`src/design/sad_pkg.sv`:
```
// Shared constants for the slave address detection block
package sad_pkg;
    // ==========================================================
    // Clock and timing
    localparam int CLK_KHZ = 100_000;
    localparam int POR_MS = 5000;
    localparam int POR_CYC = POR_MS * CLK_KHZ;
    localparam int SW_HOLD_MS = 1000;
    localparam int SW_HOLD_CYC = SW_HOLD_MS * CLK_KHZ;

    // ==========================================================
    // Addresses and IDs
    localparam logic [7:0] ADDR_UNSET = 8'hff;
    localparam logic [15:0] ID_INPUT_BASE = 16'h0200;
    localparam int ID_SLOTS = 128;
    localparam int SLOT_AW = 8;
    localparam logic [8:0] KEY_LAST = 9'h1ff;

    // ==========================================================
    // Error codes that forbid a detection run
    localparam logic [15:0] ERR_BLK_0 = 16'h0064;
    localparam logic [15:0] ERR_BLK_1 = 16'h0065;
    localparam logic [15:0] ERR_BLK_2 = 16'h0066;
    localparam logic [15:0] ERR_BLK_3 = 16'h00c8;
    localparam logic [15:0] ERR_BLK_4 = 16'h00c9;

    // ==========================================================
    // Detection sequence states
    typedef enum logic [4:0] {
        SAD_IDLE = 5'b00001,
        SAD_SCAN = 5'b00010,
        SAD_STORE = 5'b00100,
        SAD_SAVE_CNT = 5'b01000,
        SAD_REFRESH = 5'b10000
    } sad_state_t;
endpackage : sad_pkg

```
`src/design/sad_autodetect.sv`:
```
// Slave address detection, ID list store and error latching
`timescale 1ns/1ps
module sad_autodetect import sad_pkg::*; #(
    parameter int POR_CYCLES = POR_CYC,
    parameter int HOLD_CYCLES = SW_HOLD_CYC
) (
    input wire logic i_clk,
    input wire logic i_rst_n,
    input wire logic i_set_switch,
    input wire logic i_autodetect_command,
    input wire logic i_error_reset_request,
    input wire logic i_link_error,
    input wire logic i_error_active,
    input wire logic [15:0] i_error_code,
    input wire logic i_rpt_valid,
    input wire logic [7:0] i_rpt_addr,
    input wire logic i_rpt_is_input,
    input wire logic i_rpt_last,
    input wire logic i_param_done,
    input wire logic i_slave_alarm,
    input wire logic i_param_access_error,
    input wire logic i_param_write_req,
    input wire logic [6:0] i_list_index,
    output logic o_set_led,
    output logic o_autodetect_busy,
    output logic o_scan_start,
    output logic o_param_refresh,
    output logic o_io_exchange_en,
    output logic o_param_write_grant,
    output logic o_param_write_reject,
    output logic o_no_id_error,
    output logic o_dup_id_error,
    output logic o_slave_alarm,
    output logic o_param_access_error,
    output logic [15:0] o_latest_error_id_word,
    output logic o_remote_ready_flag,
    output logic [15:0] o_connected_id_count_word,
    output logic [15:0] o_list_id
);
    // ==========================================================
    // Helpers
    function automatic logic [15:0] form_id(input logic [8:0] key);
        form_id = key[8] ? (ID_INPUT_BASE | {8'h00, key[7:0]}) : {8'h00, key[7:0]};
    endfunction : form_id

    function automatic logic is_block_code(input logic [15:0] code);
        is_block_code = (code == ERR_BLK_0) || (code == ERR_BLK_1) || (code == ERR_BLK_2)
            || (code == ERR_BLK_3) || (code == ERR_BLK_4);
    endfunction : is_block_code

    // ==========================================================
    // Synchronisers for pin and host inputs
    logic sw_s1, sw_s2, cmd_s1, cmd_s2, cmd_s3, erst_s1, erst_s2;

    always_ff @(posedge i_clk) begin
        if (!i_rst_n) begin
            {sw_s1, sw_s2, cmd_s1, cmd_s2, cmd_s3, erst_s1, erst_s2} <= 7'h00;
        end else begin
            sw_s1 <= i_set_switch;
            sw_s2 <= sw_s1;
            cmd_s1 <= i_autodetect_command;
            cmd_s2 <= cmd_s1;
            cmd_s3 <= cmd_s2;
            erst_s1 <= i_error_reset_request;
            erst_s2 <= erst_s1;
        end
    end

    // ==========================================================
    // State
    sad_state_t state, next_state;
    logic [31:0] por_cnt, next_por_cnt, hold_cnt, next_hold_cnt;
    logic por_done, next_por_done, sw_armed, next_sw_armed;
    logic [8:0] key, next_key;
    logic [7:0] count, next_count;
    logic [511:0] present, next_present;
    logic next_led, next_busy, next_scan_start, next_refresh, next_io_en;
    logic next_pw_grant, next_pw_reject, next_no_id, next_dup, next_alarm, next_perr;
    logic [15:0] next_latest_id;
    logic next_ready;
    logic wr_en, next_wr_en;
    logic [7:0] wr_addr, next_wr_addr;
    logic [15:0] wr_data, next_wr_data;
    logic sw_start, cmd_fall, start_req, start_ok, blocked, any_err;
    logic [8:0] rpt_key;

    always_comb begin
        next_state = state;
        next_por_cnt = por_cnt;
        next_por_done = por_done;
        next_hold_cnt = hold_cnt;
        next_sw_armed = sw_armed;
        next_key = key;
        next_count = count;
        next_present = present;
        next_scan_start = 1'b0;
        next_refresh = 1'b0;
        next_wr_en = 1'b0;
        next_wr_addr = wr_addr;
        next_wr_data = wr_data;
        next_latest_id = o_latest_error_id_word;
        sw_start = 1'b0;
        rpt_key = {i_rpt_is_input, i_rpt_addr};

        // Power-on quiet time
        if (!por_done) begin
            if (por_cnt == 32'(POR_CYCLES - 1)) begin
                next_por_done = 1'b1;
            end else begin
                next_por_cnt = por_cnt + 32'd1;
            end
        end

        // Switch must be held the full time; re-arm only after release
        if (!sw_s2) begin
            next_hold_cnt = 32'd0;
            next_sw_armed = 1'b1;
        end else if (sw_armed) begin
            if (hold_cnt == 32'(HOLD_CYCLES - 1)) begin
                sw_start = 1'b1;
                next_sw_armed = 1'b0;
            end else begin
                next_hold_cnt = hold_cnt + 32'd1;
            end
        end

        cmd_fall = cmd_s3 && !cmd_s2;
        start_req = sw_start || cmd_fall;
        blocked = i_error_active && is_block_code(i_error_code);
        start_ok = por_done && !i_link_error && !blocked;

        // Unset and duplicate flags: volatile, held across runs until an error reset request in SAD_IDLE
        next_no_id = o_no_id_error && !(erst_s2 && state == SAD_IDLE);
        next_dup = o_dup_id_error && !(erst_s2 && state == SAD_IDLE);

        case (state)
            SAD_IDLE: begin
                // Requests during a run are dropped, not queued
                if (start_req && start_ok) begin
                    next_state = SAD_SCAN;
                    next_scan_start = 1'b1;
                    next_present = '0;
                    next_count = 8'h00;
                end
            end
            SAD_SCAN: begin
                if (i_rpt_valid) begin
                    if (i_rpt_addr == ADDR_UNSET) begin
                        next_no_id = 1'b1;
                    end else if (present[rpt_key]) begin
                        next_dup = 1'b1;
                        next_latest_id = form_id(rpt_key);
                    end else begin
                        next_present[rpt_key] = 1'b1;
                    end
                end
                if (i_rpt_valid && i_rpt_last) begin
                    next_state = SAD_STORE;
                    next_key = 9'h000;
                end
            end
            SAD_STORE: begin
                // Walk all 512 ID keys up to KEY_LAST; list beyond the store depth is dropped
                if (present[key] && count < 8'(ID_SLOTS)) begin
                    next_wr_en = 1'b1;
                    next_wr_addr = count;
                    next_wr_data = form_id(key);
                    next_count = count + 8'h01;
                end
                next_key = key + 9'h001;
                if (key == KEY_LAST) begin
                    next_state = SAD_SAVE_CNT;
                end
            end
            SAD_SAVE_CNT: begin
                next_wr_en = 1'b1;
                next_wr_addr = 8'(ID_SLOTS);
                next_wr_data = {8'h00, count};
                next_state = SAD_REFRESH;
                next_refresh = 1'b1;
            end
            SAD_REFRESH: begin
                if (i_param_done) begin
                    next_state = SAD_IDLE;
                end
            end
            default: begin
                next_state = SAD_IDLE;
            end
        endcase

        next_busy = (next_state != SAD_IDLE);
        next_led = (next_state == SAD_SCAN) || (next_state == SAD_STORE)
            || (next_state == SAD_SAVE_CNT);
        next_io_en = (next_state == SAD_IDLE);

        next_pw_grant = i_param_write_req && por_done && !i_link_error
            && state == SAD_IDLE;
        next_pw_reject = i_param_write_req && !next_pw_grant;

        // Set wins over a clear arriving in the same cycle
        next_alarm = i_slave_alarm || (o_slave_alarm && !erst_s2);
        next_perr = i_param_access_error || (o_param_access_error && !erst_s2);

        any_err = next_alarm || next_perr || next_no_id || next_dup;
        next_ready = !any_err && (o_remote_ready_flag || !erst_s2);
    end

    always_ff @(posedge i_clk) begin
        if (!i_rst_n) begin
            state <= SAD_IDLE;
            por_cnt <= 32'd0;
            por_done <= 1'b0;
            hold_cnt <= 32'd0;
            sw_armed <= 1'b0;
            key <= 9'h000;
            count <= 8'h00;
            present <= '0;
            o_set_led <= 1'b0;
            o_autodetect_busy <= 1'b0;
            o_scan_start <= 1'b0;
            o_param_refresh <= 1'b0;
            o_io_exchange_en <= 1'b1;
            o_param_write_grant <= 1'b0;
            o_param_write_reject <= 1'b0;
            o_no_id_error <= 1'b0;
            o_dup_id_error <= 1'b0;
            o_slave_alarm <= 1'b0;
            o_param_access_error <= 1'b0;
            o_latest_error_id_word <= 16'h0000;
            o_remote_ready_flag <= 1'b1;
            wr_en <= 1'b0;
            wr_addr <= 8'h00;
            wr_data <= 16'h0000;
        end else begin
            state <= next_state;
            por_cnt <= next_por_cnt;
            por_done <= next_por_done;
            hold_cnt <= next_hold_cnt;
            sw_armed <= next_sw_armed;
            key <= next_key;
            count <= next_count;
            present <= next_present;
            o_set_led <= next_led;
            o_autodetect_busy <= next_busy;
            o_scan_start <= next_scan_start;
            o_param_refresh <= next_refresh;
            o_io_exchange_en <= next_io_en;
            o_param_write_grant <= next_pw_grant;
            o_param_write_reject <= next_pw_reject;
            o_no_id_error <= next_no_id;
            o_dup_id_error <= next_dup;
            o_slave_alarm <= next_alarm;
            o_param_access_error <= next_perr;
            o_latest_error_id_word <= next_latest_id;
            o_remote_ready_flag <= next_ready;
            wr_en <= next_wr_en;
            wr_addr <= next_wr_addr;
            wr_data <= next_wr_data;
        end
    end

    // ==========================================================
    // Retained ID list
    sad_id_mem #(.DW(16), .DEPTH(ID_SLOTS), .AW(SLOT_AW)) u_mem (
        .i_clk(i_clk),
        .i_wr_en(wr_en),
        .i_wr_addr(wr_addr),
        .i_wr_data(wr_data),
        .i_rd_addr({1'b0, i_list_index}),
        .o_rd_data(o_list_id),
        .o_count(o_connected_id_count_word)
    );

    // ==========================================================
    // Checks
    property p_unset_flag;
        @(posedge i_clk) disable iff (!i_rst_n)
        (state == SAD_SCAN && i_rpt_valid && i_rpt_addr == ADDR_UNSET) |=> o_no_id_error;
    endproperty
    a_unset_flag: assert property (p_unset_flag) else $error("unset address not flagged");

    property p_id_form;
        @(posedge i_clk) disable iff (!i_rst_n)
        (wr_en && wr_addr < 8'(ID_SLOTS)) |-> (wr_data[15:8] == 8'h00 || wr_data[15:8] == 8'h02);
    endproperty
    a_id_form: assert property (p_id_form) else $error("stored ID out of range");

    property p_run_begins;
        @(posedge i_clk) disable iff (!i_rst_n)
        (state == SAD_IDLE && cmd_s3 && !cmd_s2 && start_ok) |=> o_autodetect_busy && o_scan_start;
    endproperty
    a_run_begins: assert property (p_run_begins) else $error("run did not begin");

    property p_led_store;
        @(posedge i_clk) disable iff (!i_rst_n)
        (state == SAD_STORE) |-> o_set_led && o_autodetect_busy;
    endproperty
    a_led_store: assert property (p_led_store) else $error("LED dark during store");

    property p_refuse;
        @(posedge i_clk) disable iff (!i_rst_n)
        (state == SAD_IDLE && (i_link_error || !por_done)) |=> !o_autodetect_busy;
    endproperty
    a_refuse: assert property (p_refuse) else $error("run started while refused");

    property p_block_code;
        @(posedge i_clk) disable iff (!i_rst_n)
        (state == SAD_IDLE && i_error_active && i_error_code == ERR_BLK_3) |=> state == SAD_IDLE;
    endproperty
    a_block_code: assert property (p_block_code) else $error("run started on block code");

    property p_io_halt;
        @(posedge i_clk) disable iff (!i_rst_n)
        o_autodetect_busy |-> !o_io_exchange_en;
    endproperty
    a_io_halt: assert property (p_io_halt) else $error("I/O exchange during run");

    property p_pw_reject;
        @(posedge i_clk) disable iff (!i_rst_n)
        (i_param_write_req && o_autodetect_busy) |=> o_param_write_reject && !o_param_write_grant;
    endproperty
    a_pw_reject: assert property (p_pw_reject) else $error("param write not rejected");

    property p_alarm_hold;
        @(posedge i_clk) disable iff (!i_rst_n)
        (o_slave_alarm && !erst_s2) |=> o_slave_alarm;
    endproperty
    a_alarm_hold: assert property (p_alarm_hold) else $error("alarm dropped early");

    property p_clear_cause;
        @(posedge i_clk) disable iff (!i_rst_n)
        (erst_s2 && !i_param_access_error) |=> !o_param_access_error;
    endproperty
    a_clear_cause: assert property (p_clear_cause) else $error("error not cleared");

    property p_count_saved;
        @(posedge i_clk) disable iff (!i_rst_n)
        (state == SAD_SAVE_CNT) |-> ##3 o_connected_id_count_word == {8'h00, $past(count, 3)};
    endproperty
    a_count_saved: assert property (p_count_saved) else $error("count word not saved");
endmodule : sad_autodetect

```
`src/design/sad_id_mem.sv`:
```
// Nonvolatile ID list store with a count word kept past the last slot
`timescale 1ns/1ps
module sad_id_mem #(
    parameter int DW = 16,
    parameter int DEPTH = 128,
    parameter int AW = 8
) (
    input wire logic i_clk,
    input wire logic i_wr_en,
    input wire logic [AW-1:0] i_wr_addr,
    input wire logic [DW-1:0] i_wr_data,
    input wire logic [AW-1:0] i_rd_addr,
    output logic [DW-1:0] o_rd_data,
    output logic [DW-1:0] o_count
);
    // ==========================================================
    // Storage
    // No reset: contents stand for the retained list across power cycles
    logic [DW-1:0] mem [0:DEPTH];

    always_ff @(posedge i_clk) begin
        if (i_wr_en) begin
            mem[i_wr_addr] <= i_wr_data;
        end
        o_rd_data <= mem[i_rd_addr];
        o_count <= mem[DEPTH];
    end
endmodule : sad_id_mem

```
`config.mk`:
```
export PLATFORM = sky130hd
export DESIGN_NAME = sad_autodetect
export DESIGN_NICKNAME = d
export VERILOG_FILES = /design/src/design/sad_pkg.sv /design/src/design/sad_autodetect.sv /design/src/design/sad_id_mem.sv
export SDC_FILE = /design/constraint.sdc
export NUM_CORES = 2
export LEC_CHECK = 0
export BUFFER_PORTS_ARGS = -buffer_cell sky130_fd_sc_hd__buf_4
export CORE_UTILIZATION = 57
export CTS_CLUSTER_SIZE = 16
export DETAILED_ROUTE_END_ITERATION = 10
export PLACE_DENSITY = 0.76
export SYNTH_ARGS = -nofsm -noshare
export SYNTH_HDL_FRONTEND = slang
export SYNTH_SLANG_ARGS = --single-unit
export TNS_END_PERCENT = 100
```
`constraint.sdc`:
```
create_clock -name i_clk -period 4.1 [get_ports i_clk]
set_clock_uncertainty 0.15 [all_clocks]
set_input_delay 0.41 -clock i_clk [delete_from_list [all_inputs] [get_ports i_clk]]
set_output_delay 0.41 -clock i_clk [all_outputs]
set_load 0.05 [all_outputs]
```
==> metrics.yaml <==
detailed_routing:
  wl_met3_um: 22300
  ant_nets: 0
  firstDrtPassIters: 8
  routed_wl_um: 210000
  wl_met1_um: 75700
  first_iter_violations: 7196
  drt-vias-per-instance: 6.71
  route.detailed.drc: 0
  wl_met2_um: 101000
  top_layer: "met5"
  vias: 47800
  avgRoutedWirePerCell_um: 29.4
synth:
  synth_cell_types: 73
  syn-instance-count: 4947
  synth_area_mm2: 0.0751
  synth_seq_cells: 1825
  yosys_warnings: 0
  ys_seq_area_frac: 0.641
  synth-edff-count: 1161
  syn_avg_cell_area_um2: 15.2
  ys.flop_type: "edfxtp_1"
  async_flop_share: 0
min_path:
  hold_path.class: "input pin to flip-flop"
global_routing:
  grt-ovfl-total: 0
  grt_pass1_vias: 46900
  antenna_found_initial: 5
  grt_max_degree: 112
  grt_pass1_wl_um: 309000
  grt.total_usage: 0.316
setup_path:
  crit_required_ns: 4.65
  cp-start-kind: "flip-flop"
  worstPathArrival_ns: 4.50
  critPathKind: "flip-flop to flip-flop"
  crit_fanout: 31
  critPathCaptureType: "flip-flop"
sta:
  fmaxAchievable_mhz: 253
  layout_min_cycle_time_ns: 3.96
  setup_viol_count_final: 0
  hold_violations: 0
  maxSlewViolCount: 0
  hold_ws_ns: 0.0740
  layout_worst_path_cycle_share: 0.965
  tightest_slew_ns: 1.34
  max_slew_margin: 0.102
  rsz0062_at_grt: "no"
clocking:
  cts_tree: "done"
  cts_inserted_buffers: 176
  clockBufferDepth: 3
  insertion_delay_ns: 0.82
  root_buffer: "clkbuf_16"
  htree_levels: 4
  path_clk_slew_ns: 0.07
  clock-sinks: 1825
layout:
  drive_gt1_frac: 0.263
  final_common_cell: "edfxtp_1"
  layout_common_cells: "1,161 x edfxtp_1, 739 x nor2_1, 652 x dfxtp_1, 609 x mux4_2, 573 x a21oi_1"
  area_growth_pct: 15.0
  postLayoutCoreUtil: 0.664
  instances_no_fill: 7120
  fin_nets: 5280
placed_design:
  routabilityCongestion: 0.896
  post-dp-hpwl_um: 124000
  io_buffers: 83
  dp_cells: 6765
status:
  outcome: "complete, no violations"
flow_run:
  cap_violations: 0
floorplan:
  die_area_mm2: 0.133
  die_y_um: 365
  die_x_um: 365
  start_util: 0.577
  coreArea_mm2: 0.130
  num_io_pins: 105
  rows: 132
pwr:
  leakage_nw: 25.5
  ir_drop_mv: 0.410
  powerDensity_mw_per_mm2: 431
## synth_stat cells, types with 42 or more instances
library cell / instances / area (µm²)
edfxtp_1: 1161 / 34900
nor2_1: 741 / 2780
dfxtp_1: 664 / 13300
mux4_2: 609 / 13700
a21oi_1: 573 / 2870
clkbuf_1: 179 / 672
buf_2: 137 / 686
mux2i_1: 122 / 1220
nand2_1: 112 / 420
nand3_1: 76 / 380
mux2_2: 44 / 495
and2_1: 42 / 263
## critical path, stage by stage, from the launching register on
cell	delay, ns
dfxtp_4	0.49
buf_12	0.23
mux4_2	0.52
mux2i_1	0.17
a221oi_1	0.13
or4_1	0.52
o2111ai_1	0.30
a31oi_1	0.22
a31oi_4	0.20
nor2b_2	0.23
o21ai_4	0.09
buf_12	0.21
buf_12	0.19
nor2_1	0.12
## sequential cells by signal, indices dropped and copies added (netlist names), 5 cells and up
name / cells
count: 8
hold_cnt: 32
key: 9
o_latest_error_id_word: 9
por_cnt: 32
present: 512
state: 5
u_mem.mem: 1161
u_mem.o_count: 9
u_mem.o_rd_data: 9
wr_addr: 8
wr_data: 9
## area by class of cell
| class | instances | area, µm² |
|---|---|---|
| inverter | 19 | 71.3 |
| tap | 1742 | 2180 |
| timing repair buffer | 469 | 4560 |
| clock buffer | 229 | 4820 |
| antenna | 2 | 5.00 |
| sequential | 1825 | 48200 |
| clock inverter | 95 | 1200 |
| fill | 8567 | 43800 |
| multi-input combinational | 2739 | 25300 |
## power by group
part           internal (mW)  total, mW  switching [mW]
clock network           9.68       16.9            7.25
registers               19.3       19.3         0.00640
logic                  0.403       1.02           0.621
## logic make-up after synthesis
family                     count (synthesis)  share of synthesized area
buffers and inverters                    403                     0.0239
other                                      1                  0.0000499
AOI/OAI and AO/OA                        720                     0.0526
xor gates and xnor gates                  59                    0.00688
muxes                                    775                      0.205
adders and majority gates                  5                   0.000833
DFF                                     1825                      0.641
and+or+nand+nor                         1159                     0.0690
## path summary, 6_finish.rpt
kind                startpoint                        end  slack (ns)  depth (start not counted)
max                     key[0]               present[456]        0.14                         13
min              i_rpt_addr[5]  o_latest_error_id_word[5]        0.07                          4
max reg2reg             key[0]               present[456]        0.14                         13
min reg2reg  u_mem.mem[128][1]           u_mem.o_count[1]        0.19                          0
## metrics by stage
step	TNS [ns]	power (mW)	setup slack [ns]	area, µm²
after global placement	-73.00	20.7	-0.265	80000
after floorplan	0	20.4	0.130	75200
final	0	37.3	0.145	86400
after global routing	0	38.1	0.00230	86400
after CTS	0	37.4	0.105	86300
after detailed placement	-86.26	20.7	-0.297	80000
## timing repair
action	in CTS	in global routing
hold buffers	26	0
resized for setup	1	12
pin swaps	0	5
buffers inserted	0	2
gates cloned	0	1
setup endpoints to repair	1	488
endpoints found under the hold margin	58	0
## routing by layer
layer | vias to the layer above | track usage
met4 | 6 | 0.141
met5 | - | 0
met2 | 3320 | 0.512
li1 | 19600 | -
met3 | 653 | 0.0621
met1 | 24200 | 0.417
Power figures use the tool's default switching activity.
